## src/rtl/uafd_pkg.sv

```systemverilog
// Purpose: shared constants and types of the address filtering serial port
// Assumes: one system clock, register port with 3-bit word index
// Notes: register layout of status, control, format and baud words
package uafd_pkg;
  // ----------------------------------------------------------------
  // register index
  // ----------------------------------------------------------------
  localparam logic [2:0] OFS_DATA = 3'h0;
  localparam logic [2:0] OFS_STAT = 3'h1;
  localparam logic [2:0] OFS_CTRL = 3'h2;
  localparam logic [2:0] OFS_FMT = 3'h3;
  localparam logic [2:0] OFS_BAUD_LO = 3'h4;
  localparam logic [2:0] OFS_BAUD_HI = 3'h5;
  // ----------------------------------------------------------------
  // field positions
  // ----------------------------------------------------------------
  localparam int ST_RX_DONE = 7;
  localparam int ST_TX_DONE = 6;
  localparam int ST_TX_EMPTY = 5;
  localparam int ST_FRAME_ERR = 4;
  localparam int ST_OVERRUN = 3;
  localparam int ST_PARITY_ERR = 2;
  localparam int ST_DOUBLE = 1;
  localparam int ST_FILTER = 0;
  localparam int CT_RX_EN = 4;
  localparam int CT_TX_EN = 3;
  localparam int CT_SIZE2 = 2;
  localparam int CT_RX9 = 1;
  localparam int CT_TX9 = 0;
  localparam int FM_PAR_EN = 5;
  localparam int FM_PAR_ODD = 4;
  localparam int FM_STOP2 = 3;
  localparam int FM_SIZE_HI = 2;
  localparam int FM_SIZE_LO = 1;
  // ----------------------------------------------------------------
  // reset values and codes
  // ----------------------------------------------------------------
  localparam logic [7:0] FMT_RESET = 8'h06;
  localparam logic [2:0] SIZE_NINE = 3'h7;
  // ----------------------------------------------------------------
  // receiver sampling
  // ----------------------------------------------------------------
  localparam logic [4:0] SPB_NORMAL = 5'h10;
  localparam logic [4:0] SPB_DOUBLE = 5'h08;
  localparam logic [4:0] VOTE_FIRST_NORMAL = 5'h08;
  localparam logic [4:0] VOTE_FIRST_DOUBLE = 5'h04;
  localparam logic [4:0] VOTE_MID_NORMAL = 5'h09;
  localparam logic [4:0] VOTE_MID_DOUBLE = 5'h05;
  typedef enum logic [1:0] {
    RX_IDLE = 2'b00,
    RX_START = 2'b01,
    RX_BITS = 2'b10,
    RX_STOP = 2'b11
  } uafd_rx_state_t;
endpackage

```

## src/rtl/uafd_top.sv

```systemverilog
// Purpose: serial port slice with address frame filter and shared data word
// Assumes: registers reached over a plain strobe port, read data next cycle
// Notes: interrupts, sync and spi modes are not part of this slice
//
// Summary of operation
// - filter on: frames without address marking are dropped, never queued
// - five to eight data bits: first stop bit is the frame type
// - nine data bits: received ninth bit is the frame type
// - type one means address frame, type zero means data frame
// - transmitter ignores the filter enable bit
// - accepted address frame raises receive done like any frame
// - one data word: writes feed transmit buffer, reads give receive head
// - short characters: upper written bits ignored, read back as zero
// - data write while transmit buffer full is ignored
// - buffered data moves to empty shifter when enabled, then shifts out
// - receive buffer is two-entry queue, each data read pops it
// - sixteen samples per bit normal, eight in double speed
// - voting starts at sample 8 or 4, middle sample 9 or 5
// - keep baud error near 2.0 or 1.5 percent per end
// - receive done set while queue holds data, clear when empty
// - transmit empty flag high when buffer free, set after reset
`timescale 1ns/100ps
`default_nettype none
module uafd_top (
  input wire logic CLK_SYS_I,
  input wire logic RST_I,
  input wire logic CE_I,
  input wire logic [2:0] ADDR_I,
  input wire logic [7:0] WDATA_I,
  input wire logic WR_I,
  input wire logic RD_I,
  input wire logic SERIAL_IN_PIN_I,
  output logic [7:0] RDATA_O,
  output logic SERIAL_OUT_PIN_O
);
  import uafd_pkg::*;

  // ----------------------------------------------------------------
  // configuration and shared decode
  // ----------------------------------------------------------------
  logic filter_en, dbl, rx_en, tx_en, size2, tx9, tx_done, overrun, tx_valid;
  logic [7:0] fmt;
  logic [11:0] baud_div, baud_cnt;
  logic [2:0] size;
  logic [3:0] nb;
  logic [4:0] spb, vfirst, vmid, vlast;
  logic nine, tick, wr_data, pop;
  assign size = {size2, fmt[FM_SIZE_HI], fmt[FM_SIZE_LO]};
  assign nine = (size == SIZE_NINE);
  assign wr_data = WR_I && ADDR_I == OFS_DATA;
  assign pop = RD_I && ADDR_I == OFS_DATA;
  // rate error of the divisor is the user's budget, split with the far end
  assign tick = (baud_cnt == 12'h000);
  // sample rate and vote points follow the speed select
  assign spb = dbl ? SPB_DOUBLE : SPB_NORMAL;
  assign vfirst = dbl ? VOTE_FIRST_DOUBLE : VOTE_FIRST_NORMAL;
  assign vmid = dbl ? VOTE_MID_DOUBLE : VOTE_MID_NORMAL;
  assign vlast = vmid + 5'h01;
  always_comb begin
    unique case (size)
      3'h0: nb = 4'h5;
      3'h1: nb = 4'h6;
      3'h2: nb = 4'h7;
      3'h7: nb = 4'h9;
      default: nb = 4'h8;
    endcase
  end

  // ----------------------------------------------------------------
  // receiver
  // ----------------------------------------------------------------
  uafd_rx_state_t rx_state, next_rx_state;
  logic rx_s1, rx_s2, rx_par, next_rx_par, maj, rx_end, rx_type, drop;
  logic [4:0] rx_smp, next_rx_smp;
  logic [3:0] rx_idx, next_rx_idx, rx_last;
  logic [1:0] rx_v, next_rx_v;
  logic [8:0] rx_sh, next_rx_sh;
  assign rx_last = nb + {3'h0, fmt[FM_PAR_EN]} - 4'h1;
  assign maj = (rx_v[1] & rx_v[0]) | (rx_v[1] & rx_s2) | (rx_v[0] & rx_s2);
  assign rx_type = nine ? rx_sh[8] : maj;
  assign drop = rx_end && filter_en && !rx_type;
  always_comb begin
    next_rx_state = rx_state;
    next_rx_smp = rx_smp;
    next_rx_idx = rx_idx;
    next_rx_v = rx_v;
    next_rx_sh = rx_sh;
    next_rx_par = rx_par;
    rx_end = 1'b0;
    if (!rx_en) begin
      next_rx_state = RX_IDLE;
    end else if (tick) begin
      if (rx_state == RX_IDLE) begin
        if (!rx_s2) begin
          next_rx_state = RX_START;
          next_rx_smp = 5'h01;
          next_rx_sh = 9'h000;
        end
      end else begin
        next_rx_smp = (rx_smp == spb) ? 5'h01 : rx_smp + 5'h01;
        if (rx_smp == vfirst || rx_smp == vmid) begin
          next_rx_v = {rx_v[0], rx_s2};
        end
        if (rx_smp == vlast) begin
          if (rx_state == RX_START && maj) begin
            next_rx_state = RX_IDLE;
          end
          if (rx_state == RX_BITS) begin
            if (rx_idx < nb) begin
              next_rx_sh[rx_idx] = maj;
            end else begin
              next_rx_par = maj;
            end
          end
          if (rx_state == RX_STOP) begin
            // ends at the vote so an early next start bit is seen
            rx_end = 1'b1;
            next_rx_state = RX_IDLE;
          end
        end
        if (rx_smp == spb) begin
          if (rx_state == RX_START) begin
            next_rx_state = RX_BITS;
            next_rx_idx = 4'h0;
          end else if (rx_state == RX_BITS) begin
            if (rx_idx == rx_last) begin
              next_rx_state = RX_STOP;
            end else begin
              next_rx_idx = rx_idx + 4'h1;
            end
          end
        end
      end
    end
  end
  always_ff @(posedge CLK_SYS_I or posedge RST_I) begin
    if (RST_I) begin
      rx_state <= RX_IDLE;
      rx_s1 <= 1'b1;
      rx_s2 <= 1'b1;
      rx_smp <= 5'h00;
      rx_idx <= 4'h0;
      rx_v <= 2'h0;
      rx_sh <= 9'h000;
      rx_par <= 1'b0;
    end else if (CE_I) begin
      rx_state <= next_rx_state;
      rx_s1 <= SERIAL_IN_PIN_I;
      rx_s2 <= rx_s1;
      rx_smp <= next_rx_smp;
      rx_idx <= next_rx_idx;
      rx_v <= next_rx_v;
      rx_sh <= next_rx_sh;
      rx_par <= next_rx_par;
    end
  end

  // ----------------------------------------------------------------
  // receive queue, registers and read port
  // ----------------------------------------------------------------
  logic [10:0] fifo_mem [2];
  logic [10:0] next_fifo_mem [2];
  logic [10:0] head;
  logic [1:0] rx_count, next_rx_count;
  logic rd_ptr, next_rd_ptr, pe, push, do_pop;
  logic next_filter_en, next_dbl, next_rx_en, next_tx_en, next_size2, next_tx9;
  logic next_overrun;
  logic [7:0] next_fmt, next_rdata;
  logic [11:0] next_baud_div, next_baud_cnt;
  assign head = fifo_mem[rd_ptr];
  assign pe = fmt[FM_PAR_EN] & (^rx_sh ^ rx_par ^ fmt[FM_PAR_ODD]);
  assign push = rx_end && !drop && rx_count != 2'h2;
  assign do_pop = pop && rx_count != 2'h0;
  always_comb begin
    next_fifo_mem = fifo_mem;
    next_rx_count = rx_count;
    next_rd_ptr = rd_ptr;
    next_overrun = overrun;
    next_filter_en = filter_en;
    next_dbl = dbl;
    next_rx_en = rx_en;
    next_tx_en = tx_en;
    next_size2 = size2;
    next_tx9 = tx9;
    next_fmt = fmt;
    next_baud_div = baud_div;
    next_baud_cnt = tick ? baud_div : baud_cnt - 12'h001;
    next_rdata = 8'h00;
    // reading the data word pops the head
    if (do_pop) begin
      next_rd_ptr = ~rd_ptr;
      next_rx_count = rx_count - 2'h1;
      next_overrun = 1'b0;
    end
    // only accepted frames touch the queue and its flags
    if (push) begin
      next_fifo_mem[rd_ptr ^ rx_count[0]] = {pe, ~maj, rx_sh};
      next_rx_count = next_rx_count + 2'h1;
      next_overrun = 1'b0;
    end else if (rx_end && !drop) begin
      next_overrun = 1'b1;
    end
    if (WR_I) begin
      unique case (ADDR_I)
        OFS_STAT: begin
          next_filter_en = WDATA_I[ST_FILTER];
          next_dbl = WDATA_I[ST_DOUBLE];
        end
        OFS_CTRL: begin
          next_rx_en = WDATA_I[CT_RX_EN];
          next_tx_en = WDATA_I[CT_TX_EN];
          next_size2 = WDATA_I[CT_SIZE2];
          next_tx9 = WDATA_I[CT_TX9];
        end
        OFS_FMT: next_fmt = WDATA_I;
        OFS_BAUD_LO: next_baud_div[7:0] = WDATA_I;
        OFS_BAUD_HI: next_baud_div[11:8] = WDATA_I[3:0];
        default: ;
      endcase
    end
    if (RD_I) begin
      unique case (ADDR_I)
        OFS_DATA: next_rdata = head[7:0];
        OFS_STAT: next_rdata = {rx_count != 2'h0, tx_done, !tx_valid,
          head[9], overrun, head[10], dbl, filter_en};
        OFS_CTRL: next_rdata = {3'h0, rx_en, tx_en, size2, head[8], tx9};
        OFS_FMT: next_rdata = fmt;
        OFS_BAUD_LO: next_rdata = baud_div[7:0];
        OFS_BAUD_HI: next_rdata = {4'h0, baud_div[11:8]};
        default: next_rdata = 8'h00;
      endcase
    end
    // disabling the receiver flushes the queue
    if (!rx_en) begin
      next_rx_count = 2'h0;
      next_overrun = 1'b0;
    end
  end
  always_ff @(posedge CLK_SYS_I or posedge RST_I) begin
    if (RST_I) begin
      fifo_mem[0] <= 11'h000;
      fifo_mem[1] <= 11'h000;
      rx_count <= 2'h0;
      rd_ptr <= 1'b0;
      overrun <= 1'b0;
      filter_en <= 1'b0;
      dbl <= 1'b0;
      rx_en <= 1'b0;
      tx_en <= 1'b0;
      size2 <= 1'b0;
      tx9 <= 1'b0;
      fmt <= FMT_RESET;
      baud_div <= 12'h000;
      baud_cnt <= 12'h000;
      RDATA_O <= 8'h00;
    end else if (CE_I) begin
      fifo_mem <= next_fifo_mem;
      rx_count <= next_rx_count;
      rd_ptr <= next_rd_ptr;
      overrun <= next_overrun;
      filter_en <= next_filter_en;
      dbl <= next_dbl;
      rx_en <= next_rx_en;
      tx_en <= next_tx_en;
      size2 <= next_size2;
      tx9 <= next_tx9;
      fmt <= next_fmt;
      baud_div <= next_baud_div;
      baud_cnt <= next_baud_cnt;
      RDATA_O <= next_rdata;
    end
  end

  // ----------------------------------------------------------------
  // transmitter
  // ----------------------------------------------------------------
  logic next_tx_valid, next_tx_done, load, bit_end;
  logic [8:0] tx_buf, next_tx_buf;
  logic [12:0] tx_frame, next_tx_frame, built;
  logic [3:0] tx_left, next_tx_left;
  logic [4:0] tx_tc, next_tx_tc;
  // filter enable is not an input here: the sender is never filtered
  assign load = tx_en && tx_valid && tx_left == 4'h0;
  assign bit_end = tick && tx_left != 4'h0 && tx_tc == spb - 5'h01;
  always_comb begin
    built = 13'h1FFE;
    for (int i = 0; i < 9; i++) begin
      if (i < nb) begin
        built[i + 1] = tx_buf[i];
      end
    end
    if (fmt[FM_PAR_EN]) begin
      built[nb + 4'h1] = ^(tx_buf & ~(9'h1FF << nb)) ^ fmt[FM_PAR_ODD];
    end
  end
  always_comb begin
    next_tx_valid = tx_valid;
    next_tx_buf = tx_buf;
    next_tx_frame = tx_frame;
    next_tx_left = tx_left;
    next_tx_tc = tx_tc;
    next_tx_done = tx_done;
    if (WR_I && ADDR_I == OFS_STAT && WDATA_I[ST_TX_DONE]) begin
      next_tx_done = 1'b0;
    end
    if (load) begin
      next_tx_frame = built;
      next_tx_left = 4'h2 + nb + {3'h0, fmt[FM_PAR_EN]} + {3'h0, fmt[FM_STOP2]};
      next_tx_tc = 5'h00;
      next_tx_valid = 1'b0;
    end else if (tick && tx_left != 4'h0) begin
      next_tx_tc = bit_end ? 5'h00 : tx_tc + 5'h01;
      if (bit_end) begin
        next_tx_frame = {1'b1, tx_frame[12:1]};
        next_tx_left = tx_left - 4'h1;
        // set wins over a clear in the same cycle
        if (tx_left == 4'h1 && !tx_valid) begin
          next_tx_done = 1'b1;
        end
      end
    end
    // a write while the buffer is full leaves pending data alone
    if (wr_data && !tx_valid) begin
      next_tx_valid = 1'b1;
      next_tx_buf = {tx9, WDATA_I};
    end
  end
  always_ff @(posedge CLK_SYS_I or posedge RST_I) begin
    if (RST_I) begin
      tx_valid <= 1'b0;
      tx_buf <= 9'h000;
      tx_frame <= 13'h1FFF;
      tx_left <= 4'h0;
      tx_tc <= 5'h00;
      tx_done <= 1'b0;
    end else if (CE_I) begin
      tx_valid <= next_tx_valid;
      tx_buf <= next_tx_buf;
      tx_frame <= next_tx_frame;
      tx_left <= next_tx_left;
      tx_tc <= next_tx_tc;
      tx_done <= next_tx_done;
    end
  end
  assign SERIAL_OUT_PIN_O = tx_frame[0];
endmodule
`default_nettype wire

```

## config.mk

```make
export PLATFORM = sky130hd
export DESIGN_NAME = uafd_top
export DESIGN_NICKNAME = d
export VERILOG_FILES = /design/src/rtl/uafd_pkg.sv /design/src/rtl/uafd_top.sv
export SDC_FILE = /design/constraint.sdc
export NUM_CORES = 1
export LEC_CHECK = 0
export BUFFER_PORTS_ARGS = -buffer_cell sky130_fd_sc_hd__buf_2
export CORE_MARGIN = 3
export CORE_UTILIZATION = 50
export CTS_CLUSTER_SIZE = 24
export DETAILED_ROUTE_END_ITERATION = 8
export PLACE_DENSITY = 0.67
export SYNTH_ARGS = -nofsm -noshare
export SYNTH_HDL_FRONTEND = slang
export SYNTH_SLANG_ARGS = --single-unit
```

## constraint.sdc

```tcl
create_clock -name CLK_SYS_I -period 5.8 [get_ports CLK_SYS_I]
set_input_delay 0 -clock CLK_SYS_I [delete_from_list [all_inputs] [get_ports CLK_SYS_I]]
set_output_delay 0 -clock CLK_SYS_I [all_outputs]
set_load 0.01 [all_outputs]
```

# [Word-level counts from Yosys, hierarchy flattened]
# Cells that the tools add are included.
[totals] word_cells=242 register_bits=130 in_bits=17 out_inout_bits=9
[classes] shift=1 bitwise_logic=18 add_sub_neg=15 magnitude_cmp=17 n_mux=80 n_reduce_logical=57 n_eq_ne=24
[ops] op="2-to-1 mux 13 bit" n=4
[ops] op="one-hot mux 8 bit (6 select lines)" n=1
[ops] op="2-to-1 mux 9 bit" n=5
[ops] op="2-to-1 mux 11 bit" n=4
[ops] op="2-to-1 mux 5 bit" n=7
[ops] op="2-to-1 mux 4 bit" n=8
[ops] op="2-to-1 mux 1 bit" n=28
[ops] op="2-to-1 mux 2 bit" n=14
[ops] op="bitwise mux 22 bit" n=1
[ops] op="AND reduction 3 bit" n=7
[ops] op="AND reduction 7 bit" n=3
[ops] op="logical AND 1 bit" n=19
[ops] op="XOR reduction 9 bit" n=2
[ops] op="< comparator 3 x 4 -> 1 bit (first input constant)" n=4
[ops] op="one-hot mux 4 bit (4 select lines)" n=1
[ops] op="nonzero test 2 bit" n=8
[ops] op="equality test 5 bit" n=3
[ops] op="bitwise mux 13 bit" n=1
[ops] op="adder 4 x 1 -> 4 bit" n=3
[ops] op="logical NOT 12 bit" n=1
[ops] op="2-to-1 mux 12 bit" n=1
[ops] op="AND reduction 2 bit" n=6
[ops] op="subtractor 12 x 1 -> 12 bit (second input constant)" n=1
[ops] op="demux 11 bit (select 1 bit)" n=1
[ops] op="47 further kinds" n=79

# [Longest topological paths before layout]
# Gate-level depths: netlist of run 1.
[logic_depth] depth_word=14 ltp_mapped=12 mapped_depth_nobuf=11

# [Worst setup path after synthesis of run 1]
# Ideal clock, no wire load.
[synth_timing] path_type="flip-flop to flip-flop" from="register fmt[1]" to="register rx_idx[0]" path_stages_with_launch=12 setup_ns=0.125 n_path_buf=1 t_arrival_ns=2.639 path_slack_ns=3.036 synth_period_minus_slack_ns=2.764 required_ns=5.675 cell_sequence="dfstp_2 > clkbuf_1 > nor2_1 > nor2_1 > ha_1 > ha_1 > xor2_1 > or3b_2 > a21oi_1 > o211ai_1 > nor3b_1 > mux2_2"
[synth_via] elab_chain_len=7 elab_cells_between_ends=10 cone_classes="add/sub (2); eq/ne (5); mux (1); reduce/logical (2)"
[synth_rtl] item="start: declaration" line_no="uafd_top.sv:42" text="logic [7:0] fmt;"
[synth_rtl] item="start signal: assignment" line_no="uafd_top.sv:267" text="fmt <= next_fmt;"
[synth_rtl] item="equality test 3 bit (tied with other cells)" line_no="uafd_top.sv:60" text="unique case (size)"
[synth_rtl] item="one-hot mux 4 bit (4 select lines) *" line_no="uafd_top.sv:60"
[synth_rtl] item="adder 4 x 1 -> 4 bit *" line_no="uafd_top.sv:78" text="assign rx_last = nb + {3'h0, fmt[FM_PAR_EN]} - 4'h1;"
[synth_rtl] item="subtractor 4 x 1 -> 4 bit *" line_no="uafd_top.sv:78"
[synth_rtl] item="equality test 4 bit *" line_no="uafd_top.sv:126" text="if (rx_idx == rx_last) begin"
[synth_rtl] item="inequality test 2 bit (no line) *"
[synth_rtl] item="AND reduction 7 bit (no line) *"
[synth_rtl] item="end signal: assignment" line_no="uafd_top.sv:151" text="rx_idx <= next_rx_idx;"
[synth_rtl] item="end: declaration" line_no="uafd_top.sv:75" text="logic [3:0] rx_idx, next_rx_idx, rx_last;"
# Mark *: on every way between the ends. The rest lies on a longest branch, timed or not.
# A chain may end at the register's enable or synchronous reset.

# [Worst setup path after layout of run 1]
[layout_timing] from="register baud_cnt[0]" to="register rx_sh[5]"
[layout_via] elab_chain_len=2
[layout_rtl] item="start: declaration" line_no="uafd_top.sv:43" text="logic [11:0] baud_div, baud_cnt;"
[layout_rtl] item="start signal: assignment" line_no="uafd_top.sv:269" text="baud_cnt <= next_baud_cnt;"
[layout_rtl] item="logical NOT 12 bit" line_no="uafd_top.sv:53" text="assign tick = (baud_cnt == 12'h000);"
[layout_rtl] item="AND reduction 7 bit (no line)"
[layout_rtl] item="end signal: assignment" line_no="uafd_top.sv:153" text="rx_sh <= next_rx_sh;"
[layout_rtl] item="end: declaration" line_no="uafd_top.sv:77" text="logic [8:0] rx_sh, next_rx_sh;"
# Every way passes these cells.

==> results of run 1 <==
layout by cell type (no fill, tap or decap), types with 11 or more instances in the layout:
cell type and n:
nor2_1 44, a21oi_1 24, ha_1 26, nand4_1 11, mux2_2 56, dfstp_2 17, nand2_1 77, nor3_1 16
xnor2_1 22, nand3_1 20, inv_1 23, buf_2 25, o21ai_0 35, dfrtp_1 113, clkbuf_16 17, mux2i_1 20
how the worst max path moves through the flow:
stage,slack (ps),endpoint,startpoint,depth (start not counted)
finish,2600,rx_sh[5],baud_cnt[0],9
global route,2370,rx_sh[2],baud_cnt[0],9
CTS,2640,fifo_mem[15],baud_cnt[0],8
detailed placement,2720,rx_sh[5],baud_cnt[0],9
global placement,2840,rx_idx[0],fmt[1],10
floorplan,2360,RDATA_O[0],RST_I,1
per-stage QoR:
stage | cell area [sq um] | cells | utilization, % | setup WS [ps]
2_1_floorplan | 7130 | 684 | - | 2360
3_3_place_gp | 7380 | 859 | 54.2 | 2840
3_5_place_dp | 7380 | 859 | 54.2 | 2720
4_1_cts | 8000 | 901 | 58.8 | 2640
5_1_grt | 8000 | 901 | 58.8 | 2370
6_report | 8000 | 901 | 58.8 | 2600
kinds of logic after synthesis:
group	count (synthesis)	share of synthesized area, %
and+or+nand+nor	218	15.3
AOI/OAI and AO/OA	137	13.3
DFF	130	46.0
muxes	83	13.1
buffers and inverters	54	2.99
xor gates and xnor gates	33	4.27
adders and majority gates	29	5.13
sequential cells by signal (all words and copies together), names as in the netlist, 2 cells and up:
signal / count
fifo_mem: 22
rx_count: 2
rx_sh: 9
rx_state: 2
baud_cnt: 12
rx_v: 2
RDATA_O: 8
baud_div: 12
rx_smp: 5
tx_left: 4
rx_idx: 4
tx_tc: 5
tx_frame: 13
fmt: 8
tx_buf: 9
power groups by stage:
stage | logic (uW) | clock network (uW) | registers (uW)
floorplan | 446 | 0 | 1130
global placement | 525 | 0 | 1180
CTS | 555 | 971 | 1180
finish | 557 | 961 | 1180
global route | 620 | 1010 | 1200
detailed placement | 543 | 0 | 1190
layout make-up:
| class | instances | area [sq um] | share of cell area, % |
|---|---|---|---|
| Multi-Input combinational cell | 500 | 3640 | 45.5 |
| Sequential cell | 130 | 3270 | 40.9 |
| Clock buffer | 25 | 485 | 6.07 |
| Timing Repair Buffer | 39 | 255 | 3.19 |
| Tap cell | 176 | 220 | 2.75 |
| Inverter | 24 | 92.6 | 1.16 |
| Clock inverter | 7 | 37.5 | 0.469 |
routing by layer:
layer / vias to the layer above / global-route usage, % / wire length (um)
li1: 2542 / - / -
met1: 2695 / 30.1 / 7770
met2: 129 / 38.2 / 8760
met3: 33 / 4.82 / 765
met4: 0 / 8.29 / 340
met5: - / 0 / 0
critical path, stage by stage (launching register included):
cell	delay (ps)
dfrtp_1	420
inv_1	110
ha_1	210
nor2b_1	280
and4_1	480
nand2_1	190
nor3b_1	730
nand2_1	390
nand2_1	160
mux2i_1	80
==> summary.md, run 1 <==
| Metric | Value |
|---|---|
| R2R cell count | 9 |
| Port Buffer Count | 25 |
| Final GP Congestion | 0.895 |
| CTS buffer count | 17 |
| Clock Skew | 7.23 ps |
| Chip Width | about 130 um |
| Most frequent cell after synthesis | dfrtp_1 |
| Max_cap viols | 0 |
| Fmax | around 0.31 GHz |
| Post-Synthesis Cells | about 680 |
| Syn Nets | between 700 and 800 |
| RSZ-0062 raised after global routing | false |
| Req. time, crit path | 6080 ps |
| R2R Setup Slk | 2600 ps |
| #FFs+latches synth | 130 |
| Number of antenna violations at the first check in global routing | 0 |
| CP startpoint kind | register |
| Worst min-delay path startpoint | ADDR_I[2] |
| Post-Syn Area | around 7000 sq um |
| Pwr dens | about 340 nW/um^2 |
| Global-route wire length before repair | approximately 29,000 um |
| Layout cells sized above 1 | between 20% and 30% |
| Switch share | ~31% |
| Post-CTS setup buffer count | 0 |
| Sequential power share | between 40 and 50% |
| Htree depth | 4 |
| Setup TNS | 0 ps |
| Gate power share | 20.6% |
| Core box area | 13,600 sq um |
| Post-synthesis async set-or-reset flop share | between 90% and 100% |
| Worst IR Drop VDD | ~0.2 mV |
| WHS Endpoint | RDATA_O[1] |
| P_leak | 0.00351 uW |
| Gr usage total | 23.1% |
| DRC | 0 |
| Die ar. | roughly 16,000 sq um |
| Least-Margin Pin Slew | between 1000 and 1500 ps |
| WHS | approximately 16 ps |
| Initial Utilization | between 50% and 60% |
| Hold Violations, Final | 0 |
| Drt first pass iters | 5 |
| Post-CTS Resized | 0 |
| Cts hold-fix bufs | 10 |
| Slew headroom | around 23% |
| Worst skew pair latency | approximately 420 ps |
| Hpwl dp | about 12,000 um |
| Synth cell count leaders | dfrtp_1, nand2_1, mux2_2, nor2_1, o21ai_0 |
| Status | finished clean |
| Hold path depth | 3 |
| Clock sinks | 130 |
| Clk network pwr share | between 30% and 40% |
| Worst EP arrival | 3490 ps |
| Syn. warnings | 0 |
| Initial drt markers | around 540 |
| Largest fanout on the critical path | 9 |
| Final min period | between 3000 and 4000 ps |
| Synth top area share | between 30% and 40% |
| Vias in the first global route | around 5,500 |
| Type of the worst min-delay path | primary input to register |
| IO Pins | 26 |
| Post-route total power | about 2700 uW |
| Post-synthesis sequential area ratio | 46.0% |
| CTS root buffer | clkbuf_16 |
| Vias | ~5,400 |
| Max Slew Vio Count | 0 |
| Netlist cell types | 67 |
| DR WL/cell | 19.6 um |
| Crit end category | register |
| Sw Pwr | ~840 uW |
| FF-to-FF End | rx_sh[5] |
| Final setup violation count | 0 |
| Deepest clock path buffer count | 2 |
| Largest net degree at the start of global routing | 69 |
| Number of diodes | 0 |
| Internal power | approximately 1900 uW |
| Reg clk slew, reported paths | 60 ps |
| Final Cycle Share | a little under three fifths |
| Layout filler cell count | between 1,000 and 1,500 |
| Total congestion overflow | 0 |
| Final #Nets | ~760 |
| Largest area contributor in the netlist | dfrtp_1 |
| Routed WL | 17,600 um |
| CP Class | register to register |
| P&R area growth vs syn | 12.3% |
| Syn Area/Cell | 10.4 sq um |
| Via/cell ratio | 5.99 |
| Die height | roughly 130 um |
| Row cnt | 42 |
| Reg2reg start | baud_cnt[0] |
| Post-detailed-route count of antenna-violating nets | 0 |
| CTS tree | done |
| EDFF count, synth | 0 |
| Main flop type after synthesis | dfrtp_1 |
| Ranking of synthesized cells by area | dfrtp_1, mux2_2, dfstp_2 |
Power figures use the tool's default switching activity.
==> run 2: changes to the inputs <==
--- a/config.mk
+++ b/config.mk
@@ -5,12 +5,13 @@
 export SDC_FILE = /design/constraint.sdc
 export NUM_CORES = 1
 export LEC_CHECK = 0
+export ABC_AREA = 1
 export BUFFER_PORTS_ARGS = -buffer_cell sky130_fd_sc_hd__buf_2
 export CORE_MARGIN = 3
 export CORE_UTILIZATION = 50
 export CTS_CLUSTER_SIZE = 24
 export DETAILED_ROUTE_END_ITERATION = 8
-export PLACE_DENSITY = 0.67
+export PLACE_DENSITY = 0.69
 export SYNTH_ARGS = -nofsm -noshare
 export SYNTH_HDL_FRONTEND = slang
 export SYNTH_SLANG_ARGS = --single-unit
==> constraint.sdc (replaced) <==
create_clock -name CLK_SYS_I -period 2.65 [get_ports CLK_SYS_I]
set_input_delay 0 -clock CLK_SYS_I [delete_from_list [all_inputs] [get_ports CLK_SYS_I]]
set_output_delay 0 -clock CLK_SYS_I [all_outputs]
set_load 0.01 [all_outputs]
==> run 2 against run 1 <==
Effect of this change: register-to-register slack lost 2300 ps; clock skew grew 3.2 ps; critical path type unchanged; design area grew 5.1%; hold slack lost 7.7 ps; sequential cell count is the same; setup slack lost 2300 ps; core utilization grew 0.67 points; maximum frequency grew 38%; area after synthesis grew 3.2%; die area grew 3.0%; via count grew 17%; non-clock buffer count grew 13.
==> summary.md, run 2 <==
| Metric | Value |
|---|---|
| Status | finished clean |
| CTS buffer count | 17 |
| Synth top area share | 38.5% |
| Register area | ~3300 sq um |
| Post-Synthesis Cells | 925 |
| Multi-input gate area | 3510 sq um |
| Setup TNS | 0 ps |
| Die height | 127 um |
| Synth cell count leaders | nand2_1, inv_1, dfrtp_1, o21ai_0, nand3_1 |
| Clock Skew | around 10 ps |
| Final #Nets | between 1,000 and 1,500 |
| Vias | 6,296 |
| EDFF count, synth | 0 |
| Gr usage total | 24.2% |
| Max_cap viols | 0 |
| Main flop type after synthesis | dfrtp_1 |
| Post-synthesis async set-or-reset flop share | 100% |
| Fmax | ~0.43 GHz |
| Hpwl dp | roughly 13,000 um |
| Largest net degree at the start of global routing | 76 |
| Initial drt markers | slightly above 500 |
| Core box area | around 14,000 sq um |
| Htree depth | 4 |
| Netlist cell types | 49 |
| Number of antenna violations at the first check in global routing | 0 |
| Main combinational cell family by area after synthesis | simple AND/OR/NAND/NOR gates |
| Crit end category | register |
| Least-Margin Pin Slew | a little under 900 ps |
| Largest fanout on the critical path | 6 |
| Die ar. | 16,200 sq um |
| Area share of fa/ha/maj cells after synthesis | approximately 4.7% |
| Drt first pass iters | 7 |
| Req. time, crit path | 2950 ps |
| Largest regs | fifo_mem: 22 flops, tx_frame: 13 flops |
| Final GP Congestion | between 0.9 and 1 |
| XOR/XNOR share of the synthesized area | roughly 3.6% |
| Final setup violation count | 0 |
| CTS root buffer | clkbuf_16 |
| #FFs+latches synth | 130 |
| Post-detailed-route count of antenna-violating nets | 0 |
| Synth Area in Simple Gates | 24.4% |
| Row cnt | between 40 and 50 |
| Via/cell ratio | 5.40 |
| Slew headroom | approximately two fifths |
| Largest Register | fifo_mem |
| Initial Utilization | between 50% and 60% |
| Clock sinks | 130 |
| CP Class | register to register |
| CP startpoint kind | register |
| Largest area contributor in the netlist | dfrtp_1 |
| RSZ-0062 raised after global routing | false |
| Layout cells sized above 1 | roughly an eighth |
| Most frequent cell after synthesis | nand2_1 |
| Final Cycle Share | roughly 87% |
| Post-synthesis sequential area ratio | around 45% |
| Syn Nets | between 900 and 1,000 |
| Max FFs per register | 22 |
| Worst EP arrival | around 2600 ps |
| Global-route wire length before repair | a little over 30,000 um |
| DR WL/cell | 15.8 um |
| Total congestion overflow | 0 |
| Syn Area/Cell | 7.95 sq um |
| Most frequent cells in the layout | nand2_1, inv_1, dfrtp_1, o21ai_0, nand3_1 |
| Mux share of post-synthesis cell area | less than 1% |
| Number of diodes | 0 |
| DRC | 0 |
| P_leak | approximately 0.0041 uW |
| Ranking of synthesized cells by area | dfrtp_1, nand2_1, o21ai_0 |
| Pwr dens | 705 nW/um^2 |
| Commonest non-fill, non-tap cell in the layout | nand2_1 |
| Routed WL | 18,400 um |
| Compound-Gate Fraction of Synth Area | around 15% |
| Port Buffer Count | 25 |
| Post-Syn Area | roughly 7400 sq um |
| Max Slew Vio Count | 0 |
| Final min period | approximately 2300 ps |
| Syn. warnings | 0 |
| CTS tree | done |
| IO Pins | 26 |
| Vias in the first global route | 5,999 |
| Reg clk slew, reported paths | ~60 ps |
| Worst IR Drop VDD | ~0.50 mV |
| Type of the worst min-delay path | primary input to register |
| Worst skew pair latency | between 400 and 500 ps |
| Layout Utilization | about 59% |
| Deepest clock path buffer count | 2 |
| Layout filler cell count | 1,300 |
| P&R area growth vs syn | 14.4% |
| Chip Width | 127 um |
| Hold Violations, Final | 0 |
## run 2: cell types whose count changed in the layout (fill, tap and decap cells not counted), sizes merged, moves of 7 or more
cell / previous run / this run
nor2b: 9 / 0
mux2i: 20 / 3
buf: 29 / 40
o22ai: 3 / 10
o21ai: 35 / 123
nand2: 78 / 253
o2bb2ai: 8 / 0
inv: 24 / 122
mux2: 63 / 0
nor2: 44 / 53
nand3: 20 / 55
## run 2: layout make-up
cell class                      count  area share [%]
Multi-Input combinational cell    648            41.8
Sequential cell                   130            38.9
Clock buffer                       25            5.65
Inverter                          123            5.56
Timing Repair Buffer               52            4.40
Tap cell                          180            2.68
Clock inverter                      7            1.04
## run 2: repair_timing
| item | CTS | global route |
|---|---|---|
| gates resized for setup | 0 | 4 |
| endpoints found under the hold margin | 109 | 0 |
| setup endpoints to repair | 0 | 3 |
| hold buffers | 12 | 0 |
| buffers inserted | 0 | 0 |
## run 2: where the power goes
group | leakage, uW | internal, uW | switching, uW
clock network | 0.000275 | 1430 | 852
registers | 0.00159 | 2260 | 220
logic | 0.00218 | 433 | 742
## run 2: worst paths after layout
check	endpoint	slack (ps)	cells after the start	startpoint
min reg2reg	tx_frame[6]	460	2	tx_frame[6]
min	rd_ptr	8	5	RD_I
max	rx_idx[0]	330	16	fmt[1]
max reg2reg	rx_idx[0]	330	16	fmt[1]
max in group asynchronous	tx_tc[3]	1690	4	RST_I
min in group asynchronous	rx_count[0]	110	3	RST_I
## run 2: critical path, cell delays in order (launching register included)
cell,delay (ps)
dfstp_2,570
nor2_1,70
nand2_1,80
inv_1,80
nor2_2,130
ha_1,180
ha_1,240
nand2_1,70
inv_1,40
nor3_1,160
nand2_1,80
nor2_2,110
nand2_1,80
nand3_2,90
inv_2,60
nand3_1,60
o21ai_0,80
## run 2: logic make-up after synthesis
logic type | Yosys count
compound gates | 189
xor+xnor | 30
fa+ha+maj | 27
buf+inv | 147
flops | 130
mux | 3
simple gates | 399
## run 2: per-stage QoR
stage	cell area (sq um)	power, uW	hold slack (ps)	setup slack, ps	cells
3_5_place_dp	7720	3640	1.14	248	1121
3_3_place_gp	7720	3620	2.03	312	1121
4_1_cts	8410	5930	3.71	204	1165
2_1_floorplan	7360	3310	96.2	329	925
6_report	8420	5930	8.17	335	1165
5_1_grt	8420	6260	34.3	23.4	1165
## run 2: per-layer routing
| metal | track usage [%] | up-vias | wire [um] |
|---|---|---|---|
| li1 | - | 3124 | - |
| met1 | 33.9 | 2959 | 8630 |
| met2 | 37.8 | 179 | 8450 |
| met3 | 4.85 | 34 | 894 |
| met4 | 8.08 | 0 | 389 |
| met5 | 0 | - | 0 |
==> run 3: changes to the inputs <==
--- a/config.mk
+++ b/config.mk
@@ -7,6 +7,7 @@
 export LEC_CHECK = 0
 export ABC_AREA = 1
 export BUFFER_PORTS_ARGS = -buffer_cell sky130_fd_sc_hd__buf_2
+export CORE_ASPECT_RATIO = 1.25
 export CORE_MARGIN = 3
 export CORE_UTILIZATION = 50
 export CTS_CLUSTER_SIZE = 24
==> run 3 against run 2 <==
Effect of this change: largest power group unchanged; die area barely moved; via count is 0.32% lower; clock-buffer cell count down 3; design area rose by 0.33%; setup slack worse by 130 ps; critical path depth stayed put.
==> summary.md, run 3 (synthesis gave the netlist of run 2 again) <==
| Metric | Value |
|---|---|
| Final setup violation count | 0 |
| Cell mode on critical path | nand2_1 |
| Routed WL | 18,700 um |
| Core box area | roughly 14,000 sq um |
| Pre-CTS setup slack | 186 ps |
| Worst min-delay path startpoint | RD_I |
| IO Pins | 26 |
| Row cnt | 48 |
| Vias | roughly 6,300 |
| Status | finished clean |
| Via/cell ratio | roughly 5.4 |
| Total congestion overflow | 0 |
| Req. time, crit path | slightly below 3000 ps |
| CP startpoint kind | register |
| DRC | 0 |
| Deepest clock path buffer count | 2 |
| Die height | 142 um |
| Worst IR Drop VDD | 0.701 mV |
| Commonest non-fill, non-tap cell in the layout | nand2_1 |
| Clock Skew | about 10 ps |
| Setup TNS | 0 ps |
| Initial Utilization | a little over half |
| Vias in the first global route | ~6,000 |
| Worst skew pair latency | roughly 420 ps |
| Hold Violations, Final | 0 |
| Slowest CP cell | dfstp_2 |
| Post-detailed-route count of antenna-violating nets | 0 |
| CP Class | register to register |
| Chip Width | roughly 110 um |
| Drt first pass iters | 5 |
| CTS tree | done |
| Number of antenna violations at the first check in global routing | 0 |
| Fmax | just over 0.4 GHz |
| Max Slew Vio Count | 0 |
| Final GP Congestion | slightly below 0.9 |
| Layout cells sized above 1 | between 10 and 15% |
| Least-Margin Pin Slew | around 630 ps |
| Worst EP arrival | between 2000 and 3000 ps |
| CP max stage delay | around 570 ps |
| Number of diodes | 0 |
| R2R Setup Slk | 200 ps |
| Initial drt markers | around 530 |
| Largest Register | fifo_mem |
| Final Cycle Share | between 90 and 100% |
| Reg2reg start | fmt[1] |
| P&R area growth vs syn | 14.8% |
| DR WL/cell | approximately 16 um |
| Gr usage total | approximately 24% |
| Critical Path, Cell by Cell | nor2_1 > nand2_1 > nand2_1 > nor2_2 > ha_2 > ha_1 > nand2_1 > inv_1 > nor3_1 > nand2_1 > nor2_2 > nand2_1 > nand3_1 > inv_1 > nand3_1 > o21ai_0 |
| Slew headroom | between 50 and 60% |
| Type of the worst min-delay path | primary input to register |
| CTS root buffer | clkbuf_16 |
| Global-route wire length before repair | around 31,000 um |
| FF-to-FF End | rx_idx[0] |
| Setup ws final | between 200 and 250 ps |
| Layout filler cell count | roughly 1,300 |
| Largest fanout on the critical path | 6 |
| Die ar. | between 15,000 and 20,000 sq um |
| Final min period | 2450 ps |
| Crit end category | register |
| Max_cap viols | 0 |
| WHS Endpoint | rd_ptr |
| Hpwl dp | around 14,000 um |
| Pwr dens | between 600 and 700 nW/um^2 |
| Most frequent cells in the layout | nand2_1, inv_1, dfrtp_1, o21ai_0, nand3_1 |
| Final #Nets | roughly 1,000 |
| Post-route total power | between 5000 and 6000 uW |
| R2R cell count | 16 |
| Multi-input gate area | around 3500 sq um |
| Largest net degree at the start of global routing | 59 |
| Max FFs per register | 22 |
| P_leak | between 0.004 and 0.005 uW |
| CTS buffer count | 17 |
| Hold path depth | 5 |
| Largest regs | fifo_mem: 22 flops, tx_frame: 13 flops |
| Reg clk slew, reported paths | around 60 ps |
| Register area | 3270 sq um |
| Port Buffer Count | 25 |
| Htree depth | 4 |
| Clock sinks | 130 |
## run 3: worst max-delay path, delay by kind of cell (launching register included)
| family | cells | cell delay [ps] |
|---|---|---|
| buf+inv | 2 | 140 |
| simple gates | 11 | 1050 |
| flops | 1 | 570 |
| compound gates | 1 | 100 |
| fa+ha+maj | 2 | 450 |
## run 3: how the worst max path moves through the flow
stage / start / endpoint / slack (ps) / depth (start not counted)
2_1_floorplan: fmt[1] / rx_idx[0] / 330 / 16
3_3_place_gp: fmt[1] / rx_idx[0] / 290 / 16
3_5_place_dp: fmt[1] / rx_idx[0] / 190 / 16
4_1_cts: fmt[1] / rx_idx[0] / 150 / 16
5_1_grt: fmt[1] / rx_idx[0] / -20 / 16
6_report: fmt[1] / rx_idx[0] / 200 / 16
## run 3: layer usage
metal | track usage [%] | up-vias | wire [um]
met2 | 40.8 | 159 | 9470
met4 | 10.1 | 0 | 517
met1 | 31.1 | 2950 | 7960
met3 | 4.61 | 35 | 725
met5 | 0 | - | 0
li1 | - | 3132 | -
## run 3: power breakdown
| group | switching, uW | internal [uW] |
|---|---|---|
| logic | 747 | 445 |
| clock network | 881 | 1330 |
| registers | 223 | 2260 |
## run 3: repair_timing
action,CTS,global route
hold endpoints to repair,53,0
resized for setup,0,3
buffers inserted,0,1
hold buffers,12,0
setup endpoints to repair,0,3
## run 3: through the flow
stage / util [%] / instances / area (sq um) / hold WS (ps)
after floorplan: - / 925 / 7360 / 96.2
after global placement: 55.0 / 1120 / 7760 / 98.5
after detailed placement: 55.0 / 1120 / 7760 / 98.6
after CTS: 59.7 / 1164 / 8430 / 5.06
after global routing: 59.8 / 1165 / 8440 / 66.3
final: 59.8 / 1165 / 8440 / 18.3
## run 3: final cells by class
cell class	instances	area share [%]
sequential	130	38.8
clock buffer	22	5.50
tap	175	2.59
multi-input combinational	648	41.6
timing repair buffer	57	4.98
inverter	123	5.54
clock inverter	10	1.01
